### config.mk
export PLATFORM = sky130hd
export DESIGN_NAME = ncr_host
export DESIGN_NICKNAME = d
export VERILOG_FILES = /design/src/shared/ncr_pkg.sv /design/src/verilog/ncr_host.sv
export SDC_FILE = /design/constraint.sdc
export NUM_CORES = 1
export LEC_CHECK = 0
export BUFFER_PORTS_ARGS = -buffer_cell sky130_fd_sc_hd__buf_4
export CORE_AREA = 2 2 127 129
export CTS_CLUSTER_DIAMETER = 40
export DETAILED_ROUTE_END_ITERATION = 12
export DIE_AREA = 0 0 129 131
export PLACE_DENSITY = 0.74
export SLEW_MARGIN = 20
export SYNTH_ARGS = -nofsm -noshare
export SYNTH_HDL_FRONTEND = slang
export SYNTH_SLANG_ARGS = --single-unit
export TNS_END_PERCENT = 20
### constraint.sdc
create_clock -name clk -period 2.92 [get_ports clk]
set_input_delay 0.438 -clock clk [delete_from_list [all_inputs] [get_ports clk]]
set_output_delay 0.438 -clock clk [all_outputs]
set_load 0.05 [all_outputs]
### src/shared/ncr_pkg.sv
package ncr_pkg;

  // Command bytes
  localparam logic [7:0] CMD_READ_SETUP  = 8'h00;
  localparam logic [7:0] CMD_READ_GO     = 8'h30;
  localparam logic [7:0] CMD_COPY_GO     = 8'h3A;
  localparam logic [7:0] CMD_COLR        = 8'h05;
  localparam logic [7:0] CMD_COLR_GO     = 8'hE0;
  localparam logic [7:0] CMD_CACHE       = 8'h31;
  localparam logic [7:0] CMD_CACHE_END   = 8'h3F;
  localparam logic [7:0] CMD_LOAD        = 8'h80;
  localparam logic [7:0] CMD_PLANE_LOAD  = 8'h81;
  localparam logic [7:0] CMD_COPY_LOAD   = 8'h8C;
  localparam logic [7:0] CMD_COLW        = 8'h85;
  localparam logic [7:0] CMD_PROG        = 8'h10;
  localparam logic [7:0] CMD_PROG_CACHE  = 8'h15;
  localparam logic [7:0] CMD_PLANE_NEXT  = 8'h11;
  localparam logic [7:0] CMD_ERASE       = 8'h60;
  localparam logic [7:0] CMD_ERASE_GO    = 8'hD0;
  localparam logic [7:0] CMD_ID          = 8'h90;
  localparam logic [7:0] CMD_STATUS      = 8'h70;
  localparam logic [7:0] CMD_STATUS_MP   = 8'h71;
  localparam logic [7:0] CMD_RESET       = 8'hFF;

  // Address layout
  localparam int         COL_W       = 13;
  localparam int         ROW_W       = 18;
  localparam int         PAGE_W      = 6;
  localparam int         BLK_LSB     = 6;
  localparam int         HALF_BIT    = 17;
  localparam logic [2:0] AI_COL0     = 3'h0;
  localparam logic [2:0] AI_ROW0     = 3'h2;
  localparam logic [2:0] AI_COL_END  = 3'h2;
  localparam logic [2:0] AI_ID_END   = 3'h1;
  localparam logic [2:0] AI_END      = 3'h5;
  localparam logic [2:0] AI_LAST     = 3'h4;

  // Timing
  localparam int CLK_MHZ  = 10;
  localparam int T_WB_NS  = 100;
  localparam int WB_CYC   = ((T_WB_NS * CLK_MHZ + 999) / 1000 < 1) ? 1 :
                            (T_WB_NS * CLK_MHZ + 999) / 1000;

  typedef enum logic [4:0] {
    OP_READ, OP_READ_PWRUP, OP_READ_COPY, OP_COL_RD, OP_CACHE_RD, OP_CACHE_LAST,
    OP_PLANE_SEL, OP_PLANE_GO, OP_PROG_LOAD, OP_PLANE_LOAD, OP_COPY_LOAD, OP_PROG_COL,
    OP_CONF_PROG, OP_CONF_CACHE, OP_CONF_PLANE, OP_ERASE, OP_ID, OP_STATUS,
    OP_STATUS_MP, OP_RESET
  } ncr_op_e;

  typedef struct packed {
    logic       has_c1;
    logic [7:0] c1;
    logic [2:0] a_first;
    logic [2:0] a_end;
    logic       wr;
    logic       has_c2;
    logic [7:0] c2;
    logic       busy;
    logic       rd;
    logic       prot;
  } ncr_dec_s;

  function automatic ncr_dec_s ncr_mk(int h1, logic [7:0] c1, logic [2:0] af,
                                      logic [2:0] ae, int wr, int h2, logic [7:0] c2,
                                      int bsy, int rd, int prot);
    ncr_mk = '{1'(h1), c1, af, ae, 1'(wr), 1'(h2), c2, 1'(bsy), 1'(rd), 1'(prot)};
  endfunction

  function automatic ncr_dec_s ncr_decode(ncr_op_e op);
    unique case (op)
      OP_READ:       ncr_decode = ncr_mk(1, CMD_READ_SETUP, AI_COL0, AI_END, 0, 1, CMD_READ_GO,
                                         1, 1, 0);
      OP_READ_PWRUP: ncr_decode = ncr_mk(0, CMD_READ_SETUP, AI_COL0, AI_END, 0, 1, CMD_READ_GO,
                                         1, 1, 0);
      OP_READ_COPY:  ncr_decode = ncr_mk(1, CMD_READ_SETUP, AI_COL0, AI_END, 0, 1, CMD_COPY_GO,
                                         1, 1, 0);
      OP_COL_RD:     ncr_decode = ncr_mk(1, CMD_COLR, AI_COL0, AI_COL_END, 0, 1, CMD_COLR_GO,
                                         0, 1, 0);
      OP_CACHE_RD:   ncr_decode = ncr_mk(1, CMD_CACHE, AI_END, AI_END, 0, 0, 8'h00, 1, 1, 0);
      OP_CACHE_LAST: ncr_decode = ncr_mk(1, CMD_CACHE_END, AI_END, AI_END, 0, 0, 8'h00, 1, 1, 0);
      OP_PLANE_SEL:  ncr_decode = ncr_mk(1, CMD_ERASE, AI_ROW0, AI_END, 0, 0, 8'h00, 0, 0, 0);
      OP_PLANE_GO:   ncr_decode = ncr_mk(1, CMD_READ_GO, AI_END, AI_END, 0, 0, 8'h00, 1, 1, 0);
      OP_PROG_LOAD:  ncr_decode = ncr_mk(1, CMD_LOAD, AI_COL0, AI_END, 1, 0, 8'h00, 0, 0, 1);
      OP_PLANE_LOAD: ncr_decode = ncr_mk(1, CMD_PLANE_LOAD, AI_COL0, AI_END, 1, 0, 8'h00,
                                         0, 0, 1);
      OP_COPY_LOAD:  ncr_decode = ncr_mk(1, CMD_COPY_LOAD, AI_COL0, AI_END, 1, 0, 8'h00, 0, 0, 1);
      OP_PROG_COL:   ncr_decode = ncr_mk(1, CMD_COLW, AI_COL0, AI_COL_END, 1, 0, 8'h00, 0, 0, 1);
      OP_CONF_PROG:  ncr_decode = ncr_mk(1, CMD_PROG, AI_END, AI_END, 0, 0, 8'h00, 1, 0, 1);
      OP_CONF_CACHE: ncr_decode = ncr_mk(1, CMD_PROG_CACHE, AI_END, AI_END, 0, 0, 8'h00, 1, 0, 1);
      OP_CONF_PLANE: ncr_decode = ncr_mk(1, CMD_PLANE_NEXT, AI_END, AI_END, 0, 0, 8'h00, 1, 0, 1);
      OP_ERASE:      ncr_decode = ncr_mk(1, CMD_ERASE, AI_ROW0, AI_END, 0, 1, CMD_ERASE_GO,
                                         1, 0, 1);
      OP_ID:         ncr_decode = ncr_mk(1, CMD_ID, AI_COL0, AI_ID_END, 0, 0, 8'h00, 0, 1, 0);
      OP_STATUS:     ncr_decode = ncr_mk(1, CMD_STATUS, AI_END, AI_END, 0, 0, 8'h00, 0, 1, 0);
      OP_STATUS_MP:  ncr_decode = ncr_mk(1, CMD_STATUS_MP, AI_END, AI_END, 0, 0, 8'h00, 0, 1, 0);
      OP_RESET:      ncr_decode = ncr_mk(1, CMD_RESET, AI_END, AI_END, 0, 0, 8'h00, 1, 0, 0);
      default:       ncr_decode = ncr_mk(1, CMD_STATUS, AI_END, AI_END, 0, 0, 8'h00, 0, 1, 0);
    endcase
  endfunction

endpackage

### src/verilog/ncr_host.sv
// Contract
// - CLE marks command, ALE address, neither data; latch on strobe rise.
// - Host holds write and output strobes high while device is busy.
// - Page read is setup byte, five address bytes, confirm byte.
// - Host refuses cached reads off the last read's block, and after the last cached read, a program or a reset until a normal read restarts them.
// - Host picks one block per plane, same page bits, own prefix each.
// - Host keeps program lock high during two-plane read; lock still follows prog_unlock in the cycle the first select is taken.
// - Address is two column then three row bytes, upper bits low.
`timescale 1ns/100ps
module ncr_host #(
  parameter int FIFO_DEPTH = 2,
  parameter int DATA_W     = 8,
  parameter int LEN_W      = 13
) (
  // Clock and reset
  input  wire logic                  clk,
  input  wire logic                  rst,
  // User command port
  input  wire logic                  cmd_valid,
  input  wire ncr_pkg::ncr_op_e      cmd_op,
  input  wire logic [ncr_pkg::COL_W-1:0] cmd_col,
  input  wire logic [ncr_pkg::ROW_W-1:0] cmd_row,
  input  wire logic [LEN_W-1:0]      cmd_len,
  input  wire logic                  prog_unlock,
  output logic                       cmd_ready,
  output logic                       cmd_done,
  output logic                       cmd_err,
  // Program data in
  input  wire logic                  wr_valid,
  input  wire logic [DATA_W-1:0]     wr_data,
  output logic                       wr_ready,
  // Read data out
  output logic                       rd_valid,
  output logic [DATA_W-1:0]          rd_data,
  input  wire logic                  rd_ready,
  // Flash pins
  output logic                       command_latch_enable,
  output logic                       address_latch_strobe,
  output logic                       chip_select_n,
  output logic                       write_strobe_n,
  output logic                       output_strobe_n,
  output logic                       program_lock_n,
  output logic [DATA_W-1:0]          io_out,
  output logic                       io_oe,
  input  wire logic [DATA_W-1:0]     io_in,
  input  wire logic                  ready_busy_n
);
  import ncr_pkg::*;

  localparam int CW = $clog2(FIFO_DEPTH + 1);

  typedef enum logic [3:0] {
    S_IDLE, S_START, S_CMD1, S_ADDR, S_WDATA, S_CMD2, S_WB, S_BUSY, S_RDATA
  } ncr_state_e;

  ncr_state_e        state, next_state;
  logic              ph, next_ph;
  ncr_dec_s          dec;
  logic [COL_W-1:0]  col;
  logic [ROW_W-1:0]  row;
  logic [LEN_W-1:0]  len, next_len;
  logic [2:0]        acnt, next_acnt;
  logic [3:0]        wbcnt;
  logic [DATA_W-1:0] next_obyte;
  logic [1:0]        plane_cnt;
  logic [ROW_W-1:0]  plane_row;
  logic              cache_on;
  logic [11:0]       cache_blk;
  logic              push;

  ////////////////////////////////////////////////////////////////////////
  // Request decode and host-side checks
  ncr_dec_s   req;
  wire        take      = cmd_valid && cmd_ready;
  wire [11:0] req_blk   = cmd_row[ROW_W-1:BLK_LSB];
  wire        is_cache  = (cmd_op == OP_CACHE_RD) || (cmd_op == OP_CACHE_LAST);
  wire        plane_bad = (plane_cnt == 2'h2) || ((plane_cnt == 2'h1) &&
                          ((cmd_row[PAGE_W-1:0] != plane_row[PAGE_W-1:0]) ||
                           (cmd_row[BLK_LSB] == plane_row[BLK_LSB]) ||
                           (cmd_row[HALF_BIT] != plane_row[HALF_BIT])));
  wire        refuse    = (req.prot && !program_lock_n) ||
                          ((cmd_op == OP_PLANE_SEL) && (plane_bad || !program_lock_n)) ||
                          ((cmd_op == OP_PLANE_GO) && (plane_cnt != 2'h2)) ||
                          (is_cache && (!cache_on || (req_blk != cache_blk)));
  wire        go        = take && !refuse;
  wire        wr_take   = wr_valid && wr_ready;
  assign req = ncr_decode(cmd_op);

  // Two column bytes, three row bytes, unused bits low
  wire [39:0] avec = {6'h00, row[17:16], row[15:8], row[7:0],
                      3'h0, col[12:8], col[7:0]};
  wire [DATA_W-1:0] abyte = avec[{next_acnt, 3'h0} +: 8];

  ////////////////////////////////////////////////////////////////////////
  // Sequencer
  wire [CW-1:0] fcnt_w;
  wire          fifo_space = fcnt_w < CW'(FIFO_DEPTH);
  ncr_state_e   after_busy, after_cmd2, after_data, after_addr, after_cmd1;
  assign after_busy = (dec.rd && (len != '0)) ? S_RDATA : S_IDLE;
  assign after_cmd2 = dec.busy ? S_WB : after_busy;
  assign after_data = dec.has_c2 ? S_CMD2 : after_cmd2;
  assign after_addr = (dec.wr && (len != '0)) ? S_WDATA : after_data;
  assign after_cmd1 = (acnt != dec.a_end) ? S_ADDR : after_addr;

  always_comb begin
    next_state = state;
    next_ph    = ph;
    next_len   = len;
    next_acnt  = acnt;
    push       = 1'b0;
    unique case (state)
      S_IDLE: begin
        if (go) begin
          next_state = S_START;
          next_len   = cmd_len;
          next_acnt  = req.a_first;
        end
      end
      S_START: begin
        next_ph    = 1'b0;
        next_state = dec.has_c1 ? S_CMD1 : S_ADDR;
      end
      S_CMD1, S_CMD2: begin
        next_ph = !ph;
        if (ph) begin
          next_state = (state == S_CMD1) ? after_cmd1 : after_cmd2;
          // Reads open with the strobe high, so the room check runs first
          next_ph    = next_state == S_RDATA;
        end
      end
      S_ADDR: begin
        next_ph = !ph;
        if (ph) begin
          next_acnt = acnt + 3'h1;
          if (acnt + 3'h1 == dec.a_end) begin
            next_state = after_addr;
            next_ph    = after_addr == S_RDATA;
          end
        end
      end
      S_WDATA: begin
        if (ph) begin
          next_ph = 1'b0;
        end else if (len == '0) begin
          next_state = after_data;
        end else if (wr_take) begin
          next_ph  = 1'b1;
          next_len = len - 1'b1;
        end
      end
      S_WB: begin
        next_ph = 1'b1;
        if (wbcnt == 4'(WB_CYC - 1)) begin
          next_state = S_BUSY;
        end
      end
      S_BUSY: begin
        if (ready_busy_n) begin
          next_state = after_busy;
        end
      end
      S_RDATA: begin
        if (!ph) begin
          push     = 1'b1;
          next_len = len - 1'b1;
          next_ph  = 1'b1;
        end else if (len == '0) begin
          next_state = S_IDLE;
        end else if (fifo_space) begin
          next_ph = 1'b0;
        end
      end
    endcase
  end

  // Stall on a full buffer keeps the strobe high, so no byte is lost
  wire n_cmd   = (next_state == S_CMD1) || (next_state == S_CMD2);
  wire n_addr  = next_state == S_ADDR;
  wire n_wdat  = next_state == S_WDATA;
  wire n_we    = ((n_cmd || n_addr) && !next_ph) || (n_wdat && next_ph);
  wire n_rstb  = (next_state == S_RDATA) && !next_ph;
  assign next_obyte = (next_state == S_CMD1) ? dec.c1 :
                      (next_state == S_CMD2) ? dec.c2 :
                      n_addr ? abyte :
                      (n_wdat && wr_take) ? wr_data : io_out;

  always_ff @(posedge clk) begin
    if (rst) begin
      state                <= S_IDLE;
      ph                   <= 1'b0;
      len                  <= '0;
      acnt                 <= '0;
      wbcnt                <= '0;
      cmd_ready            <= 1'b0;
      cmd_done             <= 1'b0;
      cmd_err              <= 1'b0;
      wr_ready             <= 1'b0;
      command_latch_enable <= 1'b0;
      address_latch_strobe <= 1'b0;
      chip_select_n        <= 1'b1;
      write_strobe_n       <= 1'b1;
      output_strobe_n      <= 1'b1;
      io_out               <= '0;
      io_oe                <= 1'b0;
    end else begin
      state                <= next_state;
      ph                   <= next_ph;
      len                  <= next_len;
      acnt                 <= next_acnt;
      wbcnt                <= (state == S_WB) ? wbcnt + 4'h1 : 4'h0;
      cmd_ready            <= next_state == S_IDLE;
      cmd_done             <= (state != S_IDLE) && (next_state == S_IDLE);
      cmd_err              <= take && refuse;
      wr_ready             <= n_wdat && !next_ph && (next_len != '0);
      command_latch_enable <= n_cmd;
      address_latch_strobe <= n_addr;
      chip_select_n        <= next_state == S_IDLE;
      write_strobe_n       <= !n_we;
      output_strobe_n      <= !n_rstb;
      io_out               <= next_obyte;
      io_oe                <= n_cmd || n_addr || n_wdat;
    end
  end

  // Request context, plane pairing and cached-read tracking
  always_ff @(posedge clk) begin
    if (rst) begin
      dec            <= '0;
      col            <= '0;
      row            <= '0;
      plane_cnt      <= 2'h0;
      plane_row      <= '0;
      cache_on       <= 1'b0;
      cache_blk      <= '0;
      program_lock_n <= 1'b0;
    end else begin
      if (state == S_IDLE && plane_cnt == 2'h0) begin
        program_lock_n <= prog_unlock;
      end
      if (go) begin
        dec <= req;
        col <= cmd_col;
        row <= cmd_row;
        if (cmd_op == OP_PLANE_SEL) begin
          plane_cnt <= plane_cnt + 2'h1;
          if (plane_cnt == 2'h0) begin
            plane_row <= cmd_row;
          end
        end
        if (cmd_op == OP_PLANE_GO) begin
          plane_cnt <= 2'h0;
        end
        if (cmd_op == OP_READ || cmd_op == OP_READ_PWRUP || cmd_op == OP_PLANE_GO) begin
          cache_on  <= 1'b1;
          cache_blk <= (cmd_op == OP_PLANE_GO) ? plane_row[ROW_W-1:BLK_LSB] : req_blk;
        end else if (cmd_op == OP_CACHE_LAST || req.prot || cmd_op == OP_RESET) begin
          cache_on <= 1'b0;
        end
      end
    end
  end

  ////////////////////////////////////////////////////////////////////////
  // Read buffer: entry 0 is the output register
  logic [DATA_W-1:0] mem [FIFO_DEPTH];
  logic [CW-1:0]     fcnt;
  wire               pop = rd_valid && rd_ready;
  wire [CW-1:0]      next_fcnt = fcnt + CW'(push) - CW'(pop);
  assign fcnt_w  = fcnt;
  assign rd_data = mem[0];

  for (genvar i = 0; i < FIFO_DEPTH; i++) begin : g_ent
    wire [DATA_W-1:0] above;
    if (i == FIFO_DEPTH - 1) begin : g_top
      assign above = mem[i];
    end else begin : g_mid
      assign above = mem[i+1];
    end
    always_ff @(posedge clk) begin
      if (rst) begin
        mem[i] <= '0;
      end else if (pop) begin
        mem[i] <= (push && (CW'(i) == fcnt - CW'(1))) ? io_in : above;
      end else if (push && (CW'(i) == fcnt)) begin
        mem[i] <= io_in;
      end
    end
  end

  always_ff @(posedge clk) begin
    if (rst) begin
      fcnt     <= '0;
      rd_valid <= 1'b0;
    end else begin
      fcnt     <= next_fcnt;
      rd_valid <= next_fcnt != '0;
    end
  end
endmodule

==> flow_results.org, run 1 <==
** Finish
- Antenna diode instance count :: 0
- Final standard cell count with taps included and fillers excluded :: 1385
- Proportion of layout cells with a drive suffix above 1 :: 29.5%
- At the end of the flow the core is filled with cells to 68.4%.
- The net count of the finished layout is 1243.
- The area growth from synthesis to layout is 32.4%.

** Yosys
- Sequential-to-total area share from yosys stat :: 38.5%
- Number of enable-type register cells in the synthesized netlist :: 16
- Mean instance size in the synthesized netlist :: 8.32 sq um
- Number of instances in the synthesized netlist :: 968
- Async SR Flop Fraction :: 0%
- Yosys cell types :: 94
- Counting flops and latches in the post-synthesis netlist gives 147.
- Summing every instance area after synthesis gives 8060 sq um.
- Synthesis warning total :: 0
- Primary FF master, synth :: dfxtp_1
- The number of nets in the synthesized netlist is 1055.

** Floorplan
- Overall die height :: 131 um
- I/O pin count :: 100
- Effective utilization at floorplan :: 51.6%
- Number of cell rows :: 46
- The die is 129 um wide.
- Die area :: 16900 sq um
- The floorplan step defined a core boundary enclosing 15600 sq um.

** STA
- Setup violations remaining at the end of the flow were counted as 0.
- Derived from the worst setup path, the maximum achievable clock frequency is 344 MHz.
- For the final database, setup skew stands at 10.8 ps.
- The final number of max-transition violations is 0.
- Setup repair after global routing could not meet its margin everywhere.
- Hold violation count in the final report :: 0
- At the pin with the least slew margin, the transition time is 909 ps.
- Subtracting the final worst setup slack from the clock period gives 2910 ps.
- Slack of the critical path :: 12.0 ps
- The final critical path takes up 99.6% of the cycle.
- Slew margin rel. :: 39.0%

** Hold path
- The worst hold path belongs to the class in -> reg.

** Placed design
- Detailed placement finished with a half-perimeter wire length of 17.6 mm.
- Placement Setup Slack :: -302 ps
- Weighted congestion at the end of routability-driven global placement :: 1.00
- Buffers on Ports :: 99
- The number of placed instances, taps included, is 1339.

** Clock tree
- Max Buffers Root-to-Sink :: 2
- Clock buffers created by TritonCTS :: 17
- TritonCTS built the clock tree.
- In this run the number of H-tree levels came out at 4.
- The clock drives 147 sinks.
- CTS placed an instance of clkbuf_16 at the clock tree root.
- Clock edge transition at the registers on the reported setup and hold paths :: 60 ps
- The number of hold buffers added after CTS was 0.
- Insertion delay of the later-clocked pin in the worst-skew pair :: 430 ps

** Global route
- Vias in the first global route :: 7516
- Remaining Overflow, GRT :: 0
- First-pass GRT wire length :: 38.0 mm
- Initial antenna violation count :: 0
- Entering global routing, the biggest net connects 55 pins.
- GR Util All Layers :: 28.7%

** Setup path
- In this run the worst path has a maximum fanout of 6.
- Crit path capture type :: register
- STA classifies the critical path startpoint as a register.
- For the worst setup path, the data required time is 3210 ps.
- Kind of critical path :: reg -> reg
- Arrival time of the worst setup path :: 3190 ps

** Power and ir drop
- The design draws 10.0 mW.
- In this run the static leakage power is 4.41 nW.
- Largest vdd supply drop :: 0.596 mV
- Areal power density over the cells :: 937 nW/um^2

** Detailed routing
- Antenna Violating Nets Remaining :: 0
- Dividing the detail-routed via count by the number of cells gives 5.89.
- Starting DRC count in detailed routing :: 837
- After detailed routing, the number of remaining DRC violations is 0.
- DRT Wirelength :: 24.7 mm
- Via count :: 8157
- Number of optimization iterations in the first detailed-route pass :: 6
- In the final routed layout, each cell accounts on average for 17.8 um.

** Run status
- The run finished with clean final reports.

** Run
- Maximum capacitance violations :: 0
## metrics by stage
| step | hold WS, ps | TNS, ps | instance area (sq um) |
|---|---|---|---|
| CTS | 239 | 0 | 10300 |
| global route | 252 | -662 | 10700 |
| finish | 244 | 0 | 10700 |
| detailed placement | 447 | -3340 | 9690 |
| floorplan | 430 | 0 | 8060 |
| global placement | 443 | -1250 | 9690 |
## report_power, final
group          total [mW]  internal, mW  switching, mW  leakage, nW
sequential           2.61          2.33          0.272         1.23
combinational        5.30          2.28           3.02         2.92
clock                2.09          1.18          0.911        0.257
## final cells by class
| cell class | count | area [sq um] |
|---|---|---|
| clock buffer | 19 | 433 |
| clock inverter | 13 | 125 |
| fill | 1243 | 4930 |
| inverter | 25 | 93.8 |
| multi-input combinational | 734 | 4860 |
| sequential | 147 | 3120 |
| tap | 216 | 270 |
| timing repair buffer | 231 | 1760 |
## worst max-delay path, stage by stage (launching register included)
cell and delay (ps):
dfxtp_2 330, inv_2 50, ha_4 150, mux2_4 300, a22oi_2 190, and2b_1 170, buf_4 110, o211a_4 190
buf_4 150, o21ai_0 90, nand3b_1 280, buf_4 170, a211oi_1 50, o311ai_1 380, a31oi_1 160
## kinds of logic after synthesis
| family | share of synthesized area, % |
|---|---|
| AND/OR/NAND/NOR | 24.7 |
| adder cells (fa/ha/maj) | 2.33 |
| multiplexers | 4.80 |
| AO/OA/AOI/OAI | 21.0 |
| buffers and inverters | 4.60 |
| flip-flops | 38.5 |
| XOR/XNOR | 4.09 |
## per-layer routing
layer | GRT usage (%) | part of all wire, % | up-vias
met2 | 48.3 | 48 | 390
met1 | 36.8 | 42 | 3833
li1 | - | - | 3852
met4 | 12.9 | 3.6 | 0
met3 | 4.23 | 6.7 | 82
met5 | 0 | 0 | -
## timing repair
item                       4_1_cts  5_1_grt
gates resized for setup         13       54
pin swaps                        2       17
setup endpoints to repair        9       36
setup buffers                    2       11
cloned                           0        1
## cell usage after synthesis (16+ instances only)
cell type / n / share of area, %
o21ai_0: 32 / 2.0
clkbuf_1: 37 / 1.7
a211oi_1: 17 / 1.6
mux2i_1: 33 / 4.1
xnor2_1: 28 / 3.0
edfxtp_1: 16 / 6.0
inv_1: 25 / 1.2
nor3_1: 17 / 1.1
dfxtp_1: 131 / 33
nand3_1: 28 / 1.7
a311oi_1: 16 / 1.7
a21oi_1: 67 / 4.2
nand2_1: 125 / 5.8
nor2_1: 134 / 6.2
## layout by cell type, fill, tap and decap left out, types with 12 or more instances in the layout
cell	n
and2_1	12
nand2_1	124
inv_1	24
nor2_1	134
nor3_1	16
a21oi_1	65
a311oi_1	16
buf_4	225
a211oi_1	15
xnor2_1	26
dfxtp_1	124
o21ai_0	32
nand3_1	27
mux2i_1	32
ha_1	12
clkbuf_16	17
edfxtp_1	16
## state kept, by name, indices dropped and copies added, names as in the netlist, 8 cells and up
register   count
col           13
io_out         8
plane_row     18
mem           16
row           18
cache_blk     12
dec           20
len           13
## path summary, 6_finish.rpt
check                             from  slack [ps]  cells past startpoint                          end
min                        prog_unlock         240                      3  program_lock_n$_SDFFE_PP0P_
max          plane_cnt[0]$_SDFFE_PP0P_          10                     14       io_out[0]$_SDFFE_PP0P_
min reg2reg       row[13]$_SDFFE_PP0N_         450                      2         row[13]$_SDFFE_PP0N_
max reg2reg  plane_cnt[0]$_SDFFE_PP0P_          10                     14       io_out[0]$_SDFFE_PP0P_
Note: power is estimated with default switching activity, not from simulation.
==> run 2, diff against run 1 <==
- ABC_AREA: unset -> 1
- CORE_AREA: 2 2 127 129 -> 2 2 145 147
- DIE_AREA: 0 0 129 131 -> 0 0 147 149
- PLACE_DENSITY: 0.74 -> 0.59
==> run 2 against run 1 <==
Effect of this change:
- hold slack better by 19 ps
- synthesized cell count is 17% higher
- clock power hardly changed
- first-iteration DRC count is 54% lower
- routed wire length is 9.5% lower
- critical path depth is 2 lower
- global-route usage is 8.1 points lower
- die area is 30% higher
- clock skew is 1.6 ps higher
- cell area is 7.3% lower
- sequential cell count stayed put
==> flow_results.org, run 2 <==
** Run status
- The run finished with clean final reports.

** Finish
- Measured on the finished design, the core utilization comes to 48.1%.
- More flip-flops sit in one register than any other, and that register is dec.
- Number of fillers in the final layout :: 2117
- The finished cells cover 9890 sq um.
- Largest register FFs :: 20
- Antenna diode instance count :: 0
- Top library cells by usage in the layout, fill and taps aside :: nand2_1 (237), buf_4 (142), inv_1 (132), nor2_1 (131), dfxtp_1 (130)
- The post-route netlist has 20.5% of its cells at a drive strength greater than 1.
- Signed area change from the synthesized netlist to the final layout :: 23.5%
- The largest registers in the layout are dec x20, plane_row x18, row x18.
- After the last flow step, the layout net total stands at 1337.
- Most common cell after layout, fill and taps aside :: nand2_1

** Yosys
- After synthesis, the mean cell area works out to 7.08 sq um.
- Mapped cell area :: 8000 sq um
- When the netlist entered floorplanning its net count stood at 1217.
- Yosys mapped the design onto 58 distinct sky130hd cell types.
- By area the synthesized netlist is led by dfxtp_1 (33%), nand2_1 (11%), inv_1 (6.2%).
- For this run, the number of Yosys warnings is 0.
- Sequential cells were found to cover 38.8% of the synthesized design area.
- Async SR Flop Fraction :: 0%
- After synthesis the netlist holds a flip-flop and latch count of 147.
- The cell count after synthesis came out at 1130.
- Post-synth top area cell :: dfxtp_1
- The most common cell in the synthesized netlist is nand2_1.
- The synthesized design devotes to its leading area cell type 32.8% of total area.
- Number of enable-type register cells in the synthesized netlist :: 16
- Synth cell count leaders :: nand2_1 (240), inv_1 (133), nor2_1 (133)
- Primary FF master, synth :: dfxtp_1

** Detailed routing
- Starting DRC count in detailed routing :: 389
- Summing over every cut layer, the via total after detailed routing is 7672.
- Antenna Violating Nets Remaining :: 0
- DRT Wirelength :: 22.3 mm
- Ratio of routed vias to standard cells :: 4.99
- The first TritonRoute pass finished after 7 iterations.
- After detailed routing, the number of remaining DRC violations is 0.
- Dividing the detail-routed wire length by the instance count gives 14.5 um.

** Floorplan
- Die area :: 21900 sq um
- After floorplanning, the core was divided into 53 placement rows.
- Pin placement for this block handled 100 I/O pins.
- Once the floorplan was initialized, standard cells occupied 38.9% of the core.
- From bottom edge to top edge, the die measures 149 um.
- Placeable core region :: 20600 sq um
- In this run the horizontal extent of the chip is 147 um.

** STA
- Max Slew Vio Count :: 0
- For the final routed database, the setup TNS stands at 0 ps.
- Slack of the critical path :: 262 ps
- At the pin with the least slew margin, the transition time is 811 ps.
- Dividing the final minimum period by the clock period gives 91.0%.
- Final Skew :: 12.4 ps
- The routed design could run at a clock period as short as 2660 ps.
- Setup violations remaining at the end of the flow were counted as 0.
- Derived from the worst setup path, the maximum achievable clock frequency is 376 MHz.
- Slew margin rel. :: 45.9%
- Hold violation count in the final report :: 0

** Setup path
- The number of cells on the worst reg-to-reg path is 12.
- Arrival time of the worst setup path :: 3020 ps
- Logic depth of the worst path, buffers included :: 12
- For this run, the slowest stage of the critical path takes 630 ps.
- Setup crit start :: state[3]$_SDFF_PP0_
- End of the critical path :: wr_ready$_SDFF_PP0_
- The startpoint identified for the worst register-to-register timing path is state[3]$_SDFF_PP0_.
- Traced cell by cell, the critical path runs through inv_2, nor3_2, inv_1, nor2_1, inv_1, nand2_1, inv_1, o311ai_0, nor2_1, nand2_1, nor2_1, a21oi_1.
- Crit path capture type :: register
- For flop-to-flop paths, the worst setup slack is 260 ps.
- Endpoint required time on the critical path :: 3280 ps
- Cell type of the slowest stage on the worst timing path :: o311ai_0
- Family with the most delay on the worst path :: simple AND/OR/NAND/NOR gates
- Critical register-to-register path endpoint :: wr_ready$_SDFF_PP0_
- Startpoint Class :: register
- The number of buffers and inverters on the critical path is 4.
- The worst setup path is of the reg -> reg kind.
- Of all nets on the critical path, the largest fanout is 6.

** Clock tree
- For the worst-skew pair, the clock arrives at the later sink with an insertion delay of 430 ps.
- Quantity of hold-fixing buffers added after cts :: 0
- Clock buffers created by TritonCTS :: 17
- Library cell used as clock root buffer :: clkbuf_16
- Clock-pin slew was measured on the worst setup and hold paths at 70 ps.
- TritonCTS built the clock tree.
- In this run the deepest clock path goes through 2 buffers.
- The tree built by TritonCTS fans out to 147 sinks.
- The H-tree generated during clock tree synthesis spans 4 levels.

** Global route
- GR Util All Layers :: 20.7%
- Entering global routing, the biggest net connects 66 pins.
- The number of global-route vias before repair came to 7271.
- Remaining Overflow, GRT :: 0
- The number of antenna violations at the first check in global routing came to 0.
- First-pass GRT wire length :: 36.2 mm

** Placed design
- Placement Setup Slack :: 45.8 ps
- Buffers on Ports :: 99
- Placed Instance Area :: 9230 sq um
- Weighted congestion at the end of routability-driven global placement :: 0.926
- The HPWL after detailed placement is 16.5 mm.

** Power and ir drop
- Power spread over the standard cell area amounts to 886 nW/um^2.
- Across the VDD grid, the largest voltage drop is 0.433 mV.
- The design draws 8.76 mW.
- LEAKAGE :: 4.40 nW

** Hold path
- Kind of path behind the tightest hold check :: in -> reg

** Run
- Max-cap violations in this run came to 0.
==> run 2: cell count changes in the layout (fill, tap and decap cells not counted), moves of 25 or more <==
cell and change:
nand2_1 +113, inv_1 +108, a21oi_1 +25, o21ai_0 +39
buf_4 -83, mux2i_1 -32
==> run 2: layout make-up <==
type,count,area [sq um],area share [%]
multi-input cells,783,4180,42.3
flip-flops and latches,147,3100,31.4
repair buffers,145,1120,11.3
inverters,156,586,5.92
clock buffers,19,443,4.48
well taps,275,344,3.48
clock inverters,13,115,1.16
==> run 2: report_power, final <==
group          total (mW)  internal [mW]  switching, mW
clock                2.10           1.14          0.954
sequential           2.48           2.31          0.166
combinational        4.19           1.46           2.73
total                8.76           4.92           3.85
==> run 2: stage by stage <==
step	cells	hold WS [ps]
after floorplan	1130	424
after global placement	1502	441
after detailed placement	1502	444
after CTS	1534	251
after global routing	1538	253
final	1538	263
==> run 2: metal layers <==
layer	global-route usage (%)	vias to the layer above	part of all wire (%)
li1	-	3962	-
met1	24.3	3496	43
met2	37.4	178	51
met3	3.91	36	4.0
met4	7.64	0	2.5
met5	0	-	0
==> run 2: repair_timing <==
action,CTS,global route
gates resized for setup,0,18
setup endpoints to repair,0,18
setup buffers,0,4
endpoints found under the hold margin,0,0
==> run 2: cell families (layout without fill, tap and decap cells) <==
logic type	Yosys count	in the layout	share of synthesized area [%]
buffers and inverters	200	333	9.80
XOR/XNOR	18	18	1.97
flip-flops	147	147	38.8
AO/OA/AOI/OAI	266	266	19.7
AND/OR/NAND/NOR	484	484	27.4
adder cells (fa/ha/maj)	15	15	2.34
==> run 2: worst min path at each step <==
stage | startpoint | end | cells past startpoint
floorplan | row[6]$_SDFFE_PP0N_ | row[6]$_SDFFE_PP0N_ | 2
global placement | row[6]$_SDFFE_PP0N_ | row[6]$_SDFFE_PP0N_ | 2
detailed placement | row[6]$_SDFFE_PP0N_ | row[6]$_SDFFE_PP0N_ | 2
CTS | cmd_col[11] | col[11]$_SDFFE_PP0N_ | 3
global route | cmd_col[11] | col[11]$_SDFFE_PP0N_ | 3
finish | cmd_col[11] | col[11]$_SDFFE_PP0N_ | 3
==> run 2: worst reg2reg max path: stages, from the launching register on <==
cell      delay (ps)
dfxtp_1          460
inv_2            100
nor3_2           300
inv_1            150
nor2_1           200
inv_1            130
nand2_1          140
inv_1            130
o311ai_0         630
nor2_1            80
nand2_1           90
nor2_1            50
a21oi_1          150
==> run 3, diff against run 2 <==
- CTS_BUF_LIST: unset -> sky130_fd_sc_hd__clkbuf_2 sky130_fd_sc_hd__clkbuf_4 sky130_fd_sc_hd__clkbuf_8
==> run 3 against run 2 <==
Effect of this change:
- cell area shrank 1.9%
- maximum frequency grew 0.63%
- critical path depth grew 9
- first-iteration DRC count fell by 9.5%
- sequential share of layout area is 0.62 points higher
- combinational power hardly changed
- via count barely moved
- count of clock-buffer cells in the layout did not move
- critical endpoint is now io_out[5]$_SDFFE_PP0P_
- highest routed layer unchanged
==> flow_results.org, run 3 (synthesis results as in run 2) <==
** Global route
- The number of antenna violations at the first check in global routing is 0.
- Global routing consumed, over all layers together, 20.5% of the routing resources.
- Vias in the first global route :: 7250
- The first global-routing pass estimated 36.0 mm of wire.
- The total overflow left after global routing is 0.
- Pin count of the biggest net entering global routing :: 66

** Finish
- Antenna diode instance count :: 0
- Most common cell after layout, fill and taps aside :: nand2_1
- Largest register by flop count :: dec
- Signed area change from the synthesized netlist to the final layout :: 21.2%
- Area taken by flip-flops and latches :: 3100 sq um
- Top library cells by usage in the layout, fill and taps aside :: nand2_1 (237), buf_4 (142), inv_1 (132), nor2_1 (131), dfxtp_1 (130)
- The register with the most flip-flops in the layout has 20 of them.
- Area of the multi-input gates :: 4180 sq um
- Cells with a size suffix above 1 make up 20.5% of the layout.
- Number of fillers in the final layout :: 2137
- Number of nets in the final layout :: 1337
- Biggest regs :: dec x20, plane_row x18, row x18

** Clock tree
- In this run the clock root is driven by a clkbuf_8.
- The longest clock path from root to sink contains 2 buffers.
- Clock latency on the worst-skew pair, taken at its later pin, is 470 ps.
- TritonCTS built the clock tree.
- The H-tree was split into 4 levels.
- Clock edge transition at the registers on the reported setup and hold paths :: 100 ps
- Buffers inserted during clock tree synthesis total 17.
- Count of clock tree sinks :: 147

** STA
- The worst path uses 90.5% of the clock period.
- Shortest period the worst path allows :: 2640 ps
- Number of endpoints failing setup at the final stage :: 0
- Measured against its own limit, the worst slew margin works out to 44.9%.
- The number of hold violations in the final report came to 0.
- For this run, the top clock speed supported by timing is 379 MHz.
- Max Slew Vio Count :: 0
- In the final timing run, aggregate negative setup slack is 0 ps.
- Setup repair after global routing could not meet its margin everywhere.
- Across the routed clock network, the largest skew measured is 17.5 ps.
- Slew @ Worst Pin :: 826 ps

** Setup path
- Setup crit start :: len[0]$_SDFF_PP0_
- Kind of critical path :: reg -> reg
- Critical register-to-register path endpoint :: io_out[5]$_SDFFE_PP0P_
- Startpoint Class :: register
- Measured in cells, the most critical reg-to-reg path has a length of 21.
- At the worst endpoint, the arrival time is 2960 ps.
- Critical path peak fanout :: 7
- The most critical setup path has its endpoint at io_out[5]$_SDFFE_PP0P_.
- Endpoint required time on the critical path :: 3240 ps
- FF-to-FF Start :: len[0]$_SDFF_PP0_
- STA classifies the critical path endpoint as a register.
- Across all register-to-register paths, the minimum setup slack is 280 ps.

** Hold path
- The path class of the tightest hold or removal check is in -> reg.

** Floorplan
- The die is 147 um wide.
- The floorplan step defined a die boundary enclosing 21900 sq um.
- In this run the core area contains 53 standard-cell rows.
- I/O pin count :: 100
- Once the floorplan was initialized, standard cells occupied 38.9% of the core.
- After floorplanning, the core was sized to cover 20600 sq um.
- Overall die height :: 149 um

** Placed design
- After legalization and detailed placement, the total HPWL measured 16.5 mm.
- Buffers on Ports :: 99
- Routability-driven placement finished with a final weighted congestion of 0.926.

** Detailed routing
- Average routed wire per standard cell :: 14.5 um
- Number of optimization iterations in the first detailed-route pass :: 5
- Ratio of routed vias to standard cells :: 4.98
- After detailed routing, the total wire length is 22.2 mm.
- After detailed routing, the number of remaining DRC violations is 0.
- Starting DRC count in detailed routing :: 352
- Antenna Violating Nets Remaining :: 0
- For this block, the via count after detailed routing is 7666.

** Power and ir drop
- For this design the static power due to leakage is 4.32 nW.
- VDD sags by at most 0.358 mV.
- The design draws 8.18 mW.
- Areal power density over the cells :: 844 nW/um^2

** Run
- Across the run, the number of max-cap violations was 0.

** Run status
- Result of the run :: complete, no violations
run 3: cell counts in the layout (fill, tap and decap cells not counted):
No cell type changed its count.
run 3: critical path, cell delays in order (launching register included):
cell,delay (ps)
dfxtp_1,330
inv_1,80
ha_2,230
nand2_4,90
nor2_4,130
nand2_2,130
nand2_2,90
nand2_1,80
inv_2,90
nand2_1,70
o211ai_1,280
nand2_2,140
nand3_4,130
nor2_8,60
nand2_4,150
nor2_8,60
nand2_1,90
nand2_1,50
nand2_1,50
nand2_1,40
nand2_1,70
a21oi_2,50
run 3: metal layers:
layer	vias to the layer above	GRT usage [%]	wire length [um]
li1	3963	-	-
met1	3490	24.3	9570
met2	174	36.7	11100
met3	39	4.25	966
met4	0	7.79	644
met5	-	0	0
run 3: per-stage QoR:
| step | area (sq um) | std cells | utilization (%) | worst slack (ps) | hold slack (ps) |
|---|---|---|---|---|---|
| after floorplan | 8000 | 1130 | - | 528 | 424 |
| after global placement | 9230 | 1502 | 44.9 | 75.2 | 441 |
| after detailed placement | 9230 | 1502 | 44.9 | 45.8 | 444 |
| after CTS | 9600 | 1534 | 46.7 | 68.4 | 194 |
| after global routing | 9700 | 1538 | 47.2 | -37.9 | 194 |
| final | 9700 | 1538 | 47.2 | 279 | 215 |
run 3: cell type report:
class	count	area share, %
Clock buffer	19	2.63
Clock inverter	13	1.19
Inverter	156	6.04
Sequential cell	147	32.0
Tap cell	275	3.55
Timing Repair Buffer	145	11.5
Multi-Input combinational cell	783	43.1
run 3: how the worst min path moves through the flow:
stage	start	endpoint	slack (ps)	cells past startpoint
floorplan	row[6]$_SDFFE_PP0N_	row[6]$_SDFFE_PP0N_	420	2
global placement	row[6]$_SDFFE_PP0N_	row[6]$_SDFFE_PP0N_	440	2
global route	cmd_col[11]	col[11]$_SDFFE_PP0N_	190	3
CTS	cmd_col[11]	col[11]$_SDFFE_PP0N_	190	3
finish	cmd_col[11]	col[11]$_SDFFE_PP0N_	220	3
detailed placement	row[6]$_SDFFE_PP0N_	row[6]$_SDFFE_PP0N_	440	2
run 3: repair_timing:
item,4_1_cts,5_1_grt
hold buffers,0,0
buffers inserted,0,4
endpoints found under the setup margin,0,23
resized for setup,0,17
run 3: report_power, final:
group | total, mW | internal [mW] | leakage (nW) | switching [mW]
Sequential | 2.48 | 2.31 | 1.23 | 0.164
Clock | 1.53 | 0.650 | 0.187 | 0.880
Combinational | 4.18 | 1.46 | 2.90 | 2.71
